===== src/sqtim_pkg.sv =====
// constants shared by the sequencer and crt timing block
package sqtim_pkg;
  // host i/o port addresses
  localparam logic [15:0] SEQ_INDEX_PORT  = 16'h03c4;
  localparam logic [15:0] SEQ_DATA_PORT   = 16'h03c5;
  localparam logic [15:0] MISC_WR_PORT    = 16'h03c2;
  localparam logic [15:0] MISC_RD_PORT    = 16'h03cc;
  localparam logic [15:0] CRTC_MONO_INDEX = 16'h03b4;
  localparam logic [15:0] CRTC_MONO_DATA  = 16'h03b5;
  localparam logic [15:0] CRTC_COLR_INDEX = 16'h03d4;
  localparam logic [15:0] CRTC_COLR_DATA  = 16'h03d5;
  // sequencer indices
  localparam logic [2:0] SEQ_IX_RESET    = 3'h0;
  localparam logic [2:0] SEQ_IX_CLK_MODE = 3'h1;
  // crt controller indices
  localparam logic [4:0] CR_HTOTAL     = 5'h00;
  localparam logic [4:0] CR_HDISP_END  = 5'h01;
  localparam logic [4:0] CR_HBLANK_ST  = 5'h02;
  localparam logic [4:0] CR_HBLANK_END = 5'h03;
  localparam logic [4:0] CR_HRET_ST    = 5'h04;
  localparam logic [4:0] CR_HRET_END   = 5'h05;
  localparam logic [4:0] CR_VTOTAL     = 5'h06;
  localparam logic [4:0] CR_OVERFLOW   = 5'h07;
  localparam logic [4:0] CR_ROW_PRESET = 5'h08;
  localparam logic [4:0] CR_MAX_SCAN   = 5'h09;
  localparam int         CR_COUNT      = 10;
  // field positions
  localparam int RST_ASYNC_BIT = 0;
  localparam int RST_SYNC_BIT  = 1;
  localparam int CM_EIGHT_BIT  = 0;
  localparam int CM_LOAD2_BIT  = 2;
  localparam int CM_HALF_BIT   = 3;
  localparam int CM_LOAD4_BIT  = 4;
  localparam int CM_OFF_BIT    = 5;
  localparam int MISC_COLR_BIT = 0;
  localparam int OV_VT8_BIT    = 0;
  localparam int OV_VT9_BIT    = 5;
  localparam int HRE_HBE5_BIT  = 7;
  // masks of implemented bits; reserved bits read zero
  localparam logic [7:0] SEQ_IX_MASK  = 8'h07;
  localparam logic [7:0] RST_MASK     = 8'h03;
  localparam logic [7:0] CM_MASK      = 8'h3d;
  localparam logic [7:0] CRTC_IX_MASK = 8'h3f;
  localparam logic [7:0] RESET_VALUE  = 8'h00;
  // timing figures
  localparam logic [3:0] DOT_LAST_8 = 4'h7;
  localparam logic [3:0] DOT_LAST_9 = 4'h8;
  localparam logic [8:0] HTOTAL_ADJ = 9'h004;
  localparam logic [9:0] VTOTAL_ADJ = 10'h001;
  localparam logic [7:0] LINE_GFX_LO = 8'hc0;
  localparam logic [7:0] LINE_GFX_HI = 8'hdf;
endpackage


===== src/sqtim_clk_if.sv =====
// character clock enables passed from the sequencer to the crt timing
`timescale 1ns/1ps
`default_nettype none
interface sqtim_clk_if;
  logic       dot_en;
  logic       char_en;
  logic       load_en;
  logic [3:0] dot_idx;
  modport gen (output dot_en, output char_en, output load_en, output dot_idx);
  modport sink (input dot_en, input char_en, input load_en, input dot_idx);
endinterface
`default_nettype wire


===== src/sqtim_dotgen.sv =====
// sequencer dot and character clock enable generator
`timescale 1ns/1ps
`default_nettype none
module sqtim_dotgen (
  // clock and resets
  input  wire logic mclk,
  input  wire logic arst,
  input  wire logic sync_halt,
  // clocking mode
  input  wire logic eight_dot,
  input  wire logic half_dot,
  input  wire logic load2,
  input  wire logic load4,
  // enables out
  sqtim_clk_if.gen  ck
);
  typedef struct packed {
    logic       half;
    logic [3:0] dot;
    logic [1:0] chr;
  } sqtim_gen_t;
  sqtim_gen_t st_reg, st_next;
  logic       tick;
  logic [3:0] last;

  // halved dot rate skips every other master clock; an async halt gates it too
  assign tick = ~arst & ~sync_halt & (~half_dot | st_reg.half);
  assign last = eight_dot ? sqtim_pkg::DOT_LAST_8 : sqtim_pkg::DOT_LAST_9;
  assign ck.dot_en  = tick;
  assign ck.char_en = tick & (st_reg.dot == last);
  assign ck.dot_idx = st_reg.dot;
  // serializer reload rate: every, every second or every fourth char
  assign ck.load_en = ck.char_en & (load4 ? (st_reg.chr == 2'h3) :
                                    load2 ? st_reg.chr[0] : 1'b1);

  // counters; a synchronous halt clears them in place
  always_comb begin
    st_next = st_reg;
    if (sync_halt) begin
      st_next = '0;
    end else begin
      st_next.half = ~st_reg.half;
      if (tick) begin
        st_next.dot = (st_reg.dot == last) ? 4'h0 : st_reg.dot + 4'h1;
        if (st_reg.dot == last) begin
          st_next.chr = st_reg.chr + 2'h1;
        end
      end
    end
  end

  // async clear also comes from the control register bit
  always_ff @(posedge mclk or posedge arst) begin
    if (arst) begin
      st_reg <= '0;
    end else begin
      st_reg <= st_next;
    end
  end
endmodule // sqtim_dotgen
`default_nettype wire


===== src/sqtim_skew.sv =====
// programmable character clock skew of a timing signal
`timescale 1ns/1ps
`default_nettype none
module sqtim_skew #(
  parameter int DEPTH = 3
) (
  // clock and reset
  input  wire logic       mclk,
  input  wire logic       rst,
  // signal and skew
  input  wire logic       adv,
  input  wire logic [1:0] skew,
  input  wire logic       d,
  output logic            q
);
  typedef struct packed {
    logic [DEPTH-1:0] tap;
  } sqtim_skew_t;
  sqtim_skew_t st_reg, st_next;

  // zero skew passes the registered source straight through
  always_comb begin
    q = (skew == 2'h0) ? d : st_reg.tap[skew - 2'h1];
  end

  // one tap per character clock
  always_comb begin
    st_next = st_reg;
    if (adv) begin
      st_next.tap = {st_reg.tap[DEPTH-2:0], d};
    end
  end

  always_ff @(posedge mclk or posedge rst) begin
    if (rst) begin
      st_reg <= '0;
    end else begin
      st_reg <= st_next;
    end
  end
endmodule // sqtim_skew
`default_nettype wire


===== src/sqtim_top.sv =====
// sequencer clocking and crt horizontal timing with host i/o registers
//
// Contract
// - reset bit0 low clears sequencer asynchronously
// - reset bit1 low clears sequencer synchronously
// - sequencer runs only with both bits set
// - clocking bit0 picks nine or eight dots
// - ninth dot copies eighth for C0-DF
// - bit2 reloads serializers every second char
// - bit3 divides master clock by two
// - bit4 reloads serializers every fourth char
// - bit5 blanks screen for host bandwidth
// - crtc ports follow misc output bit0
// - index low five bits select crtc register
// - horizontal total is five less than period
// - display end field is characters minus one
// - blanking starts at programmed start value
// - blanking ends on six-bit end match
// - display enable skew zero to three
// - retrace starts at programmed start position
// - retrace ends on five-bit end match
// - retrace skew zero to three characters
// - ten-bit vertical total is lines minus two
// - row scan presets, counts per retrace, clears
`timescale 1ns/1ps
`default_nettype none
module sqtim_top (
  // clock and reset
  input  wire logic       mclk,
  input  wire logic       rst,
  // host i/o port
  input  wire logic [15:0] io_addr,
  input  wire logic        io_wr_en,
  input  wire logic        io_rd_en,
  input  wire logic [7:0]  io_wdata,
  output logic      [7:0]  io_rdata,
  output logic             io_hit,
  // glyph data for the ninth dot
  input  wire logic [7:0]  glyph_code,
  input  wire logic        glyph_dot8,
  output logic             ninth_dot,
  // serializer and dot clocking
  output logic             dot_en,
  output logic             char_en,
  output logic             serial_load,
  // monitor timing
  output logic             disp_en,
  output logic             hblank,
  output logic             hretrace,
  output logic             video_blank,
  // frame position
  output logic      [9:0]  line_count,
  output logic      [4:0]  row_scan,
  output logic      [1:0]  byte_pan
);

  // ************************************************************
  // state
  // ************************************************************
  typedef struct packed {
    // host-visible registers
    logic [2:0]             seq_idx;
    logic [1:0]             seq_rst;
    logic [7:0]             clk_mode;
    logic [7:0]             misc;
    logic [5:0]             crtc_idx;
    logic [sqtim_pkg::CR_COUNT-1:0][7:0] cr;
    // read answer and decode flag
    logic [7:0]             rdata;
    logic                   hit;
    // beam position counters
    logic [8:0]             hcnt;
    logic [9:0]             vcnt;
    logic [4:0]             row;
    // registered timing levels
    logic                   de;
    logic                   blank;
    logic                   ret;
    logic                   dot9;
  } sqtim_top_t;
  sqtim_top_t st_reg, st_next;

  // enables from the generator to the timing
  sqtim_clk_if ck ();

  // ************************************************************
  // decoded fields
  // ************************************************************
  // emulation select and sequencer controls
  logic        colr;
  logic        seq_arst;
  logic        seq_halt;

  // crt controller port pair
  logic [15:0] cr_index_port;
  logic [15:0] cr_data_port;

  // horizontal fields
  logic [7:0]  ht;
  logic [7:0]  hde;
  logic [7:0]  hbs;
  logic [5:0]  hbe;
  logic [7:0]  hrs;
  logic [4:0]  hre;

  // vertical fields
  logic [9:0]  vt;
  logic [4:0]  preset;
  logic [4:0]  max_scan;

  // line and frame limits
  logic [8:0]  h_last;
  logic [9:0]  v_last;
  logic        line_end;
  logic        ret_rise;

  // skewed levels and index
  logic        de_skew;
  logic        ret_skew;
  logic [4:0]  cidx;

  // ************************************************************
  // port decode and sequencer control
  // ************************************************************
  // register port pair moves with the emulation select
  assign colr = st_reg.misc[sqtim_pkg::MISC_COLR_BIT];
  assign cr_index_port = colr ? sqtim_pkg::CRTC_COLR_INDEX :
                                sqtim_pkg::CRTC_MONO_INDEX;
  assign cr_data_port  = colr ? sqtim_pkg::CRTC_COLR_DATA :
                                sqtim_pkg::CRTC_MONO_DATA;
  assign cidx = st_reg.crtc_idx[4:0];

  // any zero among the two control bits keeps the sequencer halted
  assign seq_arst = rst | ~st_reg.seq_rst[sqtim_pkg::RST_ASYNC_BIT];
  assign seq_halt = ~st_reg.seq_rst[sqtim_pkg::RST_SYNC_BIT];

  // ************************************************************
  // crt controller fields
  // ************************************************************
  // timing fields
  assign ht  = st_reg.cr[sqtim_pkg::CR_HTOTAL];
  assign hde = st_reg.cr[sqtim_pkg::CR_HDISP_END];
  assign hbs = st_reg.cr[sqtim_pkg::CR_HBLANK_ST];
  // blanking end spans two registers
  assign hbe = {st_reg.cr[sqtim_pkg::CR_HRET_END][sqtim_pkg::HRE_HBE5_BIT],
                st_reg.cr[sqtim_pkg::CR_HBLANK_END][4:0]};
  assign hrs = st_reg.cr[sqtim_pkg::CR_HRET_ST];
  assign hre = st_reg.cr[sqtim_pkg::CR_HRET_END][4:0];
  // vertical total spans the overflow register
  assign vt  = {st_reg.cr[sqtim_pkg::CR_OVERFLOW][sqtim_pkg::OV_VT9_BIT],
                st_reg.cr[sqtim_pkg::CR_OVERFLOW][sqtim_pkg::OV_VT8_BIT],
                st_reg.cr[sqtim_pkg::CR_VTOTAL]};

  // row scan and panning fields
  assign preset   = st_reg.cr[sqtim_pkg::CR_ROW_PRESET][4:0];
  assign max_scan = st_reg.cr[sqtim_pkg::CR_MAX_SCAN][4:0];
  assign byte_pan = st_reg.cr[sqtim_pkg::CR_ROW_PRESET][6:5];

  // ************************************************************
  // line and frame limits
  // ************************************************************
  // period is programmed value plus five, so last count is plus four
  assign h_last   = {1'b0, ht} + sqtim_pkg::HTOTAL_ADJ;
  assign v_last   = vt + sqtim_pkg::VTOTAL_ADJ;
  // a line ends on the character clock of the last count
  assign line_end = ck.char_en & (st_reg.hcnt == h_last);
  // retrace start also steps the row scan counter
  assign ret_rise = ck.char_en & ~st_reg.ret & (st_reg.hcnt == {1'b0, hrs});

  // ************************************************************
  // sequencer clock generator
  // ************************************************************
  // halts come from the control register bits
  sqtim_dotgen u_dotgen (
    .mclk      (mclk),
    .arst      (seq_arst),
    .sync_halt (seq_halt),
    .eight_dot (st_reg.clk_mode[sqtim_pkg::CM_EIGHT_BIT]),
    .half_dot  (st_reg.clk_mode[sqtim_pkg::CM_HALF_BIT]),
    .load2     (st_reg.clk_mode[sqtim_pkg::CM_LOAD2_BIT]),
    .load4     (st_reg.clk_mode[sqtim_pkg::CM_LOAD4_BIT]),
    .ck        (ck.gen)
  );

  // ************************************************************
  // skew of display enable and retrace
  // ************************************************************
  // display enable delay
  sqtim_skew #(.DEPTH(3)) u_de_skew (
    .mclk (mclk),
    .rst  (rst),
    .adv  (ck.char_en),
    .skew (st_reg.cr[sqtim_pkg::CR_HBLANK_END][6:5]),
    .d    (st_reg.de),
    .q    (de_skew)
  );

  // retrace delay
  sqtim_skew #(.DEPTH(3)) u_ret_skew (
    .mclk (mclk),
    .rst  (rst),
    .adv  (ck.char_en),
    .skew (st_reg.cr[sqtim_pkg::CR_HRET_END][6:5]),
    .d    (st_reg.ret),
    .q    (ret_skew)
  );

  // ************************************************************
  // next state
  // ************************************************************
  always_comb begin
    // hold by default; the decode flag lives one cycle
    st_next     = st_reg;
    st_next.hit = 1'b0;

    // host writes; the index ports store only implemented bits
    if (io_wr_en) begin
      if (io_addr == sqtim_pkg::SEQ_INDEX_PORT) begin
        st_next.seq_idx = io_wdata[2:0];
      end else if (io_addr == sqtim_pkg::SEQ_DATA_PORT) begin
        if (st_reg.seq_idx == sqtim_pkg::SEQ_IX_RESET) begin
          st_next.seq_rst = io_wdata[1:0];
        end else if (st_reg.seq_idx == sqtim_pkg::SEQ_IX_CLK_MODE) begin
          st_next.clk_mode = io_wdata & sqtim_pkg::CM_MASK;
        end
      end else if (io_addr == sqtim_pkg::MISC_WR_PORT) begin
        st_next.misc = io_wdata;
      end else if (io_addr == cr_index_port) begin
        st_next.crtc_idx = io_wdata[5:0];
      end else if (io_addr == cr_data_port) begin
        if (cidx < 5'(sqtim_pkg::CR_COUNT)) begin
          st_next.cr[cidx] = io_wdata;
        end
      end
    end

    // host reads; answer lands in the following cycle
    if (io_rd_en) begin
      st_next.rdata = 8'h00;
      st_next.hit   = 1'b1;
      if (io_addr == sqtim_pkg::SEQ_INDEX_PORT) begin
        st_next.rdata = {5'h00, st_reg.seq_idx};
      end else if (io_addr == sqtim_pkg::SEQ_DATA_PORT) begin
        if (st_reg.seq_idx == sqtim_pkg::SEQ_IX_RESET) begin
          st_next.rdata = {6'h00, st_reg.seq_rst};
        end else if (st_reg.seq_idx == sqtim_pkg::SEQ_IX_CLK_MODE) begin
          st_next.rdata = st_reg.clk_mode;
        end
      end else if (io_addr == sqtim_pkg::MISC_RD_PORT) begin
        st_next.rdata = st_reg.misc;
      end else if (io_addr == cr_index_port) begin
        st_next.rdata = {2'h0, st_reg.crtc_idx};
      end else if (io_addr == cr_data_port) begin
        if (cidx < 5'(sqtim_pkg::CR_COUNT)) begin
          st_next.rdata = st_reg.cr[cidx];
        end
      end else begin
        st_next.hit = 1'b0; // not ours; another decoder answers
      end
    end

    // horizontal timing advances one step per character clock
    if (ck.char_en) begin
      st_next.hcnt = line_end ? 9'h000 : st_reg.hcnt + 9'h001;
      // display enable covers counts zero through the end field
      if (line_end) begin
        st_next.de = 1'b1;
      end else if (st_reg.hcnt == {1'b0, hde}) begin
        st_next.de = 1'b0;
      end

      // start match wins; the blanking end match counts only once blanking has begun
      if (st_reg.hcnt == {1'b0, hbs}) begin
        st_next.blank = 1'b1;
      end else if (st_reg.blank && st_reg.hcnt[5:0] == hbe) begin
        st_next.blank = 1'b0;
      end

      // retrace end match likewise waits for its start
      if (st_reg.hcnt == {1'b0, hrs}) begin
        st_next.ret = 1'b1;
      end else if (st_reg.ret && st_reg.hcnt[4:0] == hre) begin
        st_next.ret = 1'b0;
      end
    end

    // vertical line counter wraps after total plus two lines
    if (line_end) begin
      st_next.vcnt = (st_reg.vcnt == v_last) ? 10'h000 : st_reg.vcnt + 10'h001;
    end

    // row scan: preset after the frame, step per retrace, clear at max
    if (line_end && st_reg.vcnt == v_last) begin
      st_next.row = preset;
    end else if (ret_rise) begin
      st_next.row = (st_reg.row == max_scan) ? 5'h00 : st_reg.row + 5'h01;
    end

    // ninth dot repeats the eighth only for line drawing codes
    st_next.dot9 = (glyph_code >= sqtim_pkg::LINE_GFX_LO) &&
                   (glyph_code <= sqtim_pkg::LINE_GFX_HI) && glyph_dot8;
  end

  // ************************************************************
  // state register
  // ************************************************************
  // whole state in one register; host state resets too
  always_ff @(posedge mclk or posedge rst) begin
    if (rst) begin
      st_reg <= '0;
    end else begin
      st_reg <= st_next;
    end
  end

  // ************************************************************
  // outputs
  // ************************************************************
  // host read answer
  assign io_rdata    = st_reg.rdata;
  assign io_hit      = st_reg.hit;

  // sequencer pulses
  assign dot_en      = ck.dot_en;
  assign char_en     = ck.char_en;
  assign serial_load = ck.load_en;

  // eighth-dot mode leaves the ninth dot blank
  assign ninth_dot   = st_reg.dot9 & ~st_reg.clk_mode[sqtim_pkg::CM_EIGHT_BIT];

  // monitor timing levels
  assign disp_en     = de_skew & ~st_reg.clk_mode[sqtim_pkg::CM_OFF_BIT];
  assign hblank      = st_reg.blank;
  assign hretrace    = ret_skew;
  // screen off frees memory to the host, so video must go dark
  assign video_blank = st_reg.blank | st_reg.clk_mode[sqtim_pkg::CM_OFF_BIT];

  // frame position
  assign line_count  = st_reg.vcnt;
  assign row_scan    = st_reg.row;

endmodule // sqtim_top
`default_nettype wire


===== config.mk =====
export PLATFORM = sky130hd
export DESIGN_NAME = sqtim_top
export DESIGN_NICKNAME = d
export VERILOG_FILES = /design/src/sqtim_pkg.sv /design/src/sqtim_clk_if.sv /design/src/sqtim_dotgen.sv /design/src/sqtim_skew.sv /design/src/sqtim_top.sv
export SDC_FILE = /design/constraint.sdc
export NUM_CORES = 1
export LEC_CHECK = 0
export ABC_AREA = 1
export BUFFER_PORTS_ARGS = -buffer_cell sky130_fd_sc_hd__buf_2
export CORE_MARGIN = 4
export CORE_UTILIZATION = 35
export DETAILED_ROUTE_END_ITERATION = 16
export PLACE_DENSITY = 0.49
export SKIP_CTS_REPAIR_TIMING = 1
export SLEW_MARGIN = 20
export SYNTH_ARGS = -nofsm -noshare
export SYNTH_HDL_FRONTEND = slang
export SYNTH_SLANG_ARGS = --single-unit

===== constraint.sdc =====
create_clock -name mclk -period 5.3 [get_ports mclk]
set_input_delay 0 -clock mclk [delete_from_list [all_inputs] [get_ports mclk]]
set_output_delay 0 -clock mclk [all_outputs]
set_load 0.03 [all_outputs]

Word-level counts from Yosys, hierarchy flattened
Cells that the tools add are included.
Widths: inputs -> output; s select.
{ "classes": {"addsub": 9, "order_cmp": 7, "eq_ne": 19, "n_mux": 45, "bitwise_logic": 24, "n_reduce_logical": 23} }
{ "op_table": {"columns": ["op", "n"], "rows": [
  ["$bwmux 80", 1],
  ["$eq 16x10->1 const B", 4],
  ["$mux 8", 8],
  ["$bmux 8 s4", 1],
  ["$demux 8 s4", 1],
  ["$eq 16x10->1", 2],
  ["$eq 9x8->1", 3],
  ["$mux 7", 3],
  ["$add 10x1->10 const B", 2],
  ["$mux 1", 18],
  ["$mux 6", 3],
  ["$mux 5", 3],
  ["$not 1->1", 12],
  ["$eq 10x10->1", 1],
  ["$eq 5x5->1", 2],
  ["$mux 10", 1],
  ["$reduce_and 2->1", 5],
  ["$reduce_and 5->1", 2],
  ["$add 8x3->9 const B", 1],
  ["$add 9x1->9 const B", 1],
  ["$and 1x1->1", 9],
  ["$eq 9x9->1", 1],
  ["$mux 9", 1],
  ["$ge 8x8->1 const B", 1],
  ["24 further kinds", 41]
]} }
{ "totals": {"regBits": 154, "input_bits": 37, "output_inout_bits": 34, "elab_cells": 156} }

Logic depth before layout (Yosys ltp)
Gate-level depths: netlist of run 1.
{ "depth": {"depth_word": 10, "depth_mapped": 14, "mapped_depth_nobuf": 14} }

Hierarchy
A second synthesis of run 1 with hierarchy kept.
{ "hier_totals": {"hier_cells": 1239, "area_unflattened_um2": 8978.6} }
{ "by_module_without_submodules": {"columns": ["module", "instances", "cells_each", "area_per_inst_um2", "seq_area_each_um2"], "rows": [
  ["sqtim_top", 1, 1126, 8170.3, 3528.4],
  ["sqtim_dotgen", 1, 65, 470.5, 175.2],
  ["sqtim_skew", 2, 24, 168.9, 75.1]
]} }

Worst setup path after synthesis of run 1
No wires, ideal clock.
{ "synth_timing": {"path_kind": "input-to-reg", "from": "input rst", "to": "register st_reg, in the netlist row_scan[0]", "setup_ps": 117, "t_arrival_ps": 5120, "required_ps": 5183, "slack_ps": 63, "stages": 11, "n_path_buf": 1, "cell_sequence": "inv_1 -> nand2_1 -> nor3_4 -> nand2_1 -> buf_2 -> nor2_1 -> nand4_1 -> nor2_4 -> nand3_4 -> nand3_1 -> nand2_1"} }
{ "synth_between": {"elab_chain_cells": 8, "word_cells_on_any_way": 11, "classes_between": "1 x mux; 8 x bitwise; 2 x reduce/logical"} }
{ "synth_lines": {"columns": ["item", "line_no", "source"], "rows": [
  ["start, declared", "sqtim_top.sv:30", "input wire logic rst,"],
  ["$or 1x1->1 *", "sqtim_top.sv:134", "assign seq_arst = rst | ~st_reg.seq_rst[sqtim_pkg::RST_ASYNC_BIT];"],
  ["$not 1->1 *", "sqtim_dotgen.sv:27", "assign tick = ~arst & ~sync_halt & (~half_dot | st_reg.half);"],
  ["$and 1x1->1 * (2 in series)", "sqtim_dotgen.sv:27", null],
  ["named net dot_en", "sqtim_top.sv:43", "output logic dot_en,"],
  ["$and 1x1->1 *", "sqtim_dotgen.sv:30", "assign ck.char_en = tick & (st_reg.dot == last);"],
  ["$and 1x1->1, on equally long branches", "sqtim_top.sv:168, sqtim_top.sv:166", null],
  ["$and 1x1->1 or $logic_and 1x1->1 (tied branches)", "sqtim_top.sv:168, sqtim_top.sv:293", null],
  ["$reduce_bool 2->1 (no line) or $mux 5 (tied branches)", null, null],
  ["end signal, assigned", "sqtim_top.sv:312", "st_reg <= st_next;"],
  ["end, declared", "sqtim_top.sv:81", "sqtim_top_t st_reg, st_next;"]
]} }
The timed path passes the listed nets; every way through them passes the cells marked *.
A chain may end at the register's enable or synchronous reset.

Final worst setup path of run 1
{ "layout_timing": {"from": "input rst", "to": "register st_reg, in the netlist line_count[2]"} }
{ "layout_between": {"elab_chain_cells": 6} }
{ "layout_lines": {"columns": ["item", "line_no", "source"], "rows": [
  ["$or 1x1->1", "sqtim_top.sv:134", null],
  ["$not 1->1", "sqtim_dotgen.sv:27", null],
  ["$and 1x1->1 (2 in series)", "sqtim_dotgen.sv:27", null],
  ["$and 1x1->1", "sqtim_dotgen.sv:30", null],
  ["$and 1x1->1", "sqtim_top.sv:166", "assign line_end = ck.char_en & (st_reg.hcnt == h_last);"]
]} }
No other way between the ends.

==> results.cfg, run 1 <==
[synth]
ys_seq_elements = 154
ys_async_sr_fraction = 1.00
synthSimpleGateAreaFrac = 0.274
synth.top_cell.area_share = 0.430
synth_nets = 1263
synthTopCellsByArea = dfrtp_1 (43%), nand2_1 (16%), o21ai_0 (9.2%), inv_1 (5.7%), nand3_1 (3.5%)
ys_seq_area_frac = 0.430
avgSynthCellArea_um2 = 7.36
synthAdderAreaFrac = 0.0126
synth_edf_count = 0
synthCells = 1217
synth_ff_type = dfrtp_1
muxShareOfSynthArea = 0
synth_warnings = 0
synth_area_um2 = 8960
synthDistinctLibCells = 41
yosysTopAreaCell = dfrtp_1
synth_top_family_by_area = simple AND/OR/NAND/NOR gates
synth_compound_area_frac = 0.139
synth_xor_area_frac = 0.0391

[detailed_routing]
drt_iter0_drc = 653
drc_errors = 0
top_layer = met4
totalWireLength_um = 26700
route.met2.wl_um = 12000
antenna_left = 0
route.met3.wl_um = 1400
viasPerCell = 4.99
first_pass_iters = 7
wl_per_cell_um = 16.8
wl_met1_um = 12900
vias = 7926

[cells_and_area]
largest_reg_flops = 55
area_growth_syn_to_layout_pct = 11.2
diodes = 0
drive_above_1_share = 0.0882
final_cells = 1588
nets = 1292

[cts]
cts_made_buffers = 17
root_buffer = clkbuf_16
path_clk_slew_ps = 70
clk_latency_ps = 430
ctsLongestPathBuffers = 2
clock-sinks = 154
cts.htree.levels = 4
tritoncts = yes

[floorplanning]
rows = 58
io_pins = 71
die_h_um = 168
die_w_um = 168
coreArea_um2 = 25200
start_util = 0.356
dieArea_um2 = 28200

[placed_design]
placed_cells = 1553
portBuffers = 65
gp_congestion = 0.863
hpwl_um = 19300

[sta]
drv_slew = 0
hold_viol = 2
setup_tns_ps = 0
finClkSkew_ps = 13.6
setup_violations = 0
rsz0062_at_grt = no
timing.final.crit_share = 0.535
relSlewSlack = 0.258
holdWs_ps = -6.69
final.min_clock_period_ps = 2840
worst_slew_pin_slew_ps = 1110
fmax_mhz = 353

[grt]
antenna_found_initial = 0
grt_max_degree = 73
grt_pass1_vias = 7398
grt_overflow_total = 0
grt_usage = 0.191
grt_pass1_wl_um = 42300

[worst_setup_path]
crit_path_max_fanout = 34
crit_path_max_incr_delay_ps = 630
path_delay_family = buffers and inverters
crit_top_cell = nand2_1
rrSetupSlack_ps = 2590
r2r-end = line_count[2]$_DFFE_PP0N_
crit_path_start_kind = primary input
critPathKind = primary input to register
worstPathArrival_ps = 3160
cp_cell_sequence = dlygate4sd3_1 -> buf_2 -> inv_6 -> nand2_1 -> nor3_4 -> nand2_1 -> buf_4 -> inv_1 -> nand4_1 -> o21ai_0
r2r_start = st_reg[140]$_DFFE_PP0P_
worstRegToRegCells = 7
cp-end-kind = register
cpMaxStageDelayCell = nand4_1
worst_ep_required_time_ps = 5620
critPathBufInv = 5

[power_and_ir_drop]
ir_drop_uv = 236
power_leakage_nw = 4.76
powerDensity_nw_per_um2 = 252

[hold_path]
whs_path_depth = 3
min_to = st_reg[143]$_DFFE_PP0P_
holdCritStartpoint = io_wr_en
hp-class = primary input to register

[status]
violations = hold timing
status = finished with violations

[flow_run]
cap_violations = 0
## cell type report
cell class | instances | area (µm²)
Clock inverter | 13 | 158
Fill cell | 2647 | 15200
Timing Repair Buffer | 74 | 403
Sequential cell | 154 | 3850
Tap cell | 330 | 413
Multi-Input combinational cell | 859 | 4170
Inverter | 140 | 531
Clock buffer | 18 | 439
## stage by stage
| stage | power [mW] | cell area [µm²] | util | setup slack (ps) |
|---|---|---|---|---|
| 3_5_place_dp | 1.27 | 9330 | 0.370 | 2480 |
| 3_3_place_gp | 1.27 | 9330 | 0.370 | 2510 |
| 2_1_floorplan | 1.24 | 8960 | - | 62.8 |
| 4_1_cts | 2.54 | 9920 | 0.394 | 2530 |
| 6_report | 2.51 | 9960 | 0.396 | 2460 |
| 5_1_grt | 2.60 | 9960 | 0.396 | 2080 |
## report_power, final
group	switching [mW]	internal [mW]
Sequential	0.000358	1.18
Clock	0.541	0.720
Combinational	0.0589	0.0159
Total	0.600	1.91
## synth_stat cells (2+ instances only)
master / number
nand2_1: 373
o21ai_0: 164
dfrtp_1: 154
inv_1: 135
nor2_1: 75
nand3_1: 62
xor2_1: 27
nand4_1: 26
buf_4: 25
clkbuf_1: 23
nor3_1: 22
a21oi_1: 21
a22oi_1: 18
xnor2_1: 13
buf_6: 10
o22ai_1: 10
ha_1: 9
nor4_1: 7
buf_2: 5
clkinv_1: 4
nand3b_1: 4
a31oi_1: 3
or2_2: 3
a221oi_1: 2
and3_1: 2
nor3_4: 2
o2111ai_1: 2
o211ai_1: 2
o21bai_1: 2
## cells in the final DEF, fill, tap and decap left out, types with 4 or more instances in the layout
master / netlist / routed
nand2_1: 373 / 373
o21ai_0: 164 / 164
dfrtp_1: 154 / 154
inv_1: 135 / 134
nor2_1: 75 / 75
buf_2: 5 / 65
nand3_1: 62 / 62
xor2_1: 27 / 27
nand4_1: 26 / 26
nor3_1: 22 / 22
a21oi_1: 21 / 21
a22oi_1: 18 / 18
clkbuf_16: 0 / 17
xnor2_1: 13 / 13
o22ai_1: 10 / 10
ha_1: 9 / 9
inv_6: 0 / 7
nor4_1: 7 / 7
buf_4: 25 / 5
clkinv_1: 4 / 4
nand3b_1: 4 / 4
dlygate4sd3_1: 0 / 4
## worst max path at each step
stage | cells past startpoint | slack (ps) | start | end
4_1_cts | 10 | 2530 | st_reg[85]$_DFFE_PP0P_ | row_scan[1]$_DFFE_PP0P_
5_1_grt | 10 | 2080 | rst | line_count[3]$_DFFE_PP0N_
3_3_place_gp | 9 | 2510 | rst | line_count[9]$_DFFE_PP0N_
3_5_place_dp | 9 | 2480 | rst | line_count[7]$_DFFE_PP0N_
2_1_floorplan | 11 | 60 | rst | row_scan[0]$_DFFE_PP0P_
6_report | 10 | 2460 | rst | line_count[2]$_DFFE_PP0N_
## cells by family (layout without fill, tap and decap cells)
family | count (synthesis) | count (layout)
AND/OR/NAND/NOR | 581 | 581
XOR/XNOR | 40 | 40
AO/OA/AOI/OAI | 229 | 229
buffers and inverters | 204 | 245
flip-flops | 154 | 154
adder cells (fa/ha/maj) | 9 | 9
## metal layers
metal / vias up / global-route usage
met5: - / 0
met4: 0 / 0.0536
met3: 31 / 0.0380
met2: 192 / 0.299
met1: 3710 / 0.271
li1: 3993 / -
## worst min-delay path, stage by stage
cell     delay [ps]
buf_2           120
nand2_1         150
o21ai_0          90
(Power assumes the default switching activity.)
==> inputs of run 2 (changes only) <==
Settings changed: ABC_AREA 1 to 0.
Clock period 5.3 ns to 2.9 ns, I/O delays scaled along.
==> run 2 against run 1 <==
  * The run now ends clean
  * Core utilization up 1.5 points
  * Total power grew 84%
  * Combinational power grew 94%
  * Sequential share of layout area shrank 1.3 points
  * Wire length is 8.7% lower
  * Synthesized cell count decreased by 33%
  * Global-route usage is 1.6 points lower
  * Critical path type is now register to register
  * Largest cell class unchanged
==> results.cfg, run 2 <==
[status]
status = finished clean

[power_and_ir_drop]
powerDensity_nw_per_um2 = 448
power_frac_comb = 0.031
power.total_mw = 4.62
power.switching_mw = 1.05
pwr-share-clk = 0.503
seq_power_share = 0.466
swShare = 0.227
power_leakage_nw = 4.81
internal_power_mw = 3.57
ir_drop_uv = 348

[grt]
grt_max_degree = 80
grt_pass1_wl_um = 38600
grt_pass1_vias = 6476
grt_overflow_total = 0
antenna_found_initial = 0
grt_usage = 0.175

[cells_and_area]
drive_above_1_share = 0.333
finish.utilization = 0.410
final_cells = 1222
final_common_cell = dfrtp_1
final_cell_mix = dfrtp_1 (154), mux2_2 (119), buf_2 (65)
area_growth_syn_to_layout_pct = 15.7
nets = 926
largest_reg_flops = 55
diodes = 0

[floorplanning]
die_w_um = 167
io_pins = 71
die_h_um = 167
dieArea_um2 = 28100
start_util = 0.355
coreArea_um2 = 25100
rows = 58

[worst_setup_path]
cpMaxStageDelayCell = dfrtp_1
rrSetupSlack_ps = 270
crit_start = st_reg[87]$_DFFE_PP0P_
worstPathArrival_ps = 2940
critPathKind = register to register
crit_path_max_incr_delay_ps = 560
r2r_start = st_reg[87]$_DFFE_PP0P_
worstRegToRegCells = 7
crit_path_start_kind = register
crit_path_max_fanout = 9
cp_cell_sequence = nand3_1 -> or3_1 -> a2111oi_0 -> o211ai_1 -> nor3b_2 -> buf_4 -> mux2_2
worst_ep_required_time_ps = 3210
cp-end-kind = register

[sta]
worst_slew_pin_slew_ps = 693
setup_tns_ps = 0
finClkSkew_ps = 8.92
holdWs_ps = 2.09
setup_violations = 0
timing.final.crit_share = 0.908
rsz0062_at_grt = no
final.min_clock_period_ps = 2630
fmax_mhz = 380
drv_slew = 0
hold_viol = 0
relSlewSlack = 0.537

[synth]
ys_async_sr_fraction = 1.00
yosysTopAreaCell = dfrtp_1
ys_seq_area_frac = 0.433
synth_edf_count = 0
synth_common_cells = dfrtp_1 (154), mux2_2 (119), nand2_1 (58)
synthTopCellsByArea = dfrtp_1 (43%), mux2_2 (15%), mux4_2 (4.0%), xnor2_1 (3.4%), xor2_1 (2.9%)
yosysMostFrequentCell = dfrtp_1
synth_ff_type = dfrtp_1
ys_seq_elements = 154
synth_warnings = 0
synth_area_um2 = 8900
avgSynthCellArea_um2 = 10.8
synthDistinctLibCells = 67
synthCells = 821
synth.top_cell.area_share = 0.433
synth_nets = 867

[hold_path]
hp-class = primary input to register
whs_path_depth = 4
holdCritStartpoint = io_addr[1]

[detailed_routing]
drt_iter0_drc = 532
wl_per_cell_um = 20.0
first_pass_iters = 7
antenna_left = 0
viasPerCell = 5.32
vias = 6501
totalWireLength_um = 24400
drc_errors = 0

[placed_design]
gp_congestion = 0.809
hpwl_um = 17500
portBuffers = 65
placed_cells = 1187

[cts]
cts_made_buffers = 17
path_clk_slew_ps = 70
tritoncts = yes
ctsLongestPathBuffers = 2
root_buffer = clkbuf_16
cts.htree.levels = 4
clk_latency_ps = 420
clock-sinks = 154

[flow_run]
cap_violations = 0
-- run 2: changes by cell type in the layout (fill, tap and decap cells not counted), moves of 16 or more --
cell	change
buf_4	+31
mux4_2	+16
nor2_1	-38
o21ai_0	-145
nand2_1	-315
xnor2_1	+22
inv_1	-108
mux2_2	+119
nand3_1	-40
-- run 2: final timing paths --
check                                                      to
max in group asynchronous              st_reg[67]$_DFFE_PP0P_
setup reg to reg                      row_scan[4]$_DFFE_PP0P_
min in group asynchronous  u_dotgen.ck.dot_idx[3]$_DFFE_PP0P_
hold reg to reg            u_dotgen.ck.dot_idx[3]$_DFFE_PP0P_
hold / removal                               io_hit$_DFF_PP0_
setup / recovery                      row_scan[4]$_DFFE_PP0P_
-- run 2: layer usage --
| metal | up-vias | part of all wire | GRT usage |
|---|---|---|---|
| met2 | 80 | 0.45 | 0.267 |
| met1 | 3297 | 0.52 | 0.265 |
| li1 | 3110 | - | - |
| met5 | - | 0 | 0 |
| met4 | 0 | 0.0084 | 0.0339 |
| met3 | 14 | 0.027 | 0.0293 |
-- run 2: cell families (layout without fill, tap and decap cells) --
| group | Yosys count | in the layout | synth area share |
|---|---|---|---|
| compound gates | 120 | 120 | 0.0953 |
| flops | 154 | 154 | 0.433 |
| buf+inv | 96 | 167 | 0.0517 |
| simple gates | 236 | 236 | 0.146 |
| mux | 142 | 142 | 0.199 |
| fa+ha+maj | 9 | 9 | 0.0126 |
| xor+xnor | 64 | 64 | 0.0630 |
-- run 2: final cells by class --
cell class                      count  area, µm²
Multi-Input combinational cell    571       4610
Fill cell                        2543      14800
Timing Repair Buffer              109        716
Clock inverter                     13        169
Clock buffer                       18        439
Tap cell                          330        413
Sequential cell                   154       3850
Inverter                           27        105
-- run 2: worst max-delay path: cells and delay by family (launching register included) --
kind	cells	cell delay, ps
compound gates	2	700
flops	1	560
buf+inv	1	180
simple gates	3	750
mux	1	330
-- run 2: per-stage QoR --
stage               cell area, µm²  setup WS, ps
floorplan                     8910           190
global placement              9650           225
detailed placement            9650           249
CTS                          10300           226
global route                 10300          48.2
finish                       10300           266
-- run 2: power by group through the flow --
stage,sequential [mW],combinational [mW],clock (mW)
final,2.15,0.145,2.32
after global routing,2.15,0.162,2.45
after CTS,2.15,0.146,2.37
after detailed placement,2.19,0.146,0
after global placement,2.19,0.147,0
after floorplan,2.19,0.0714,0
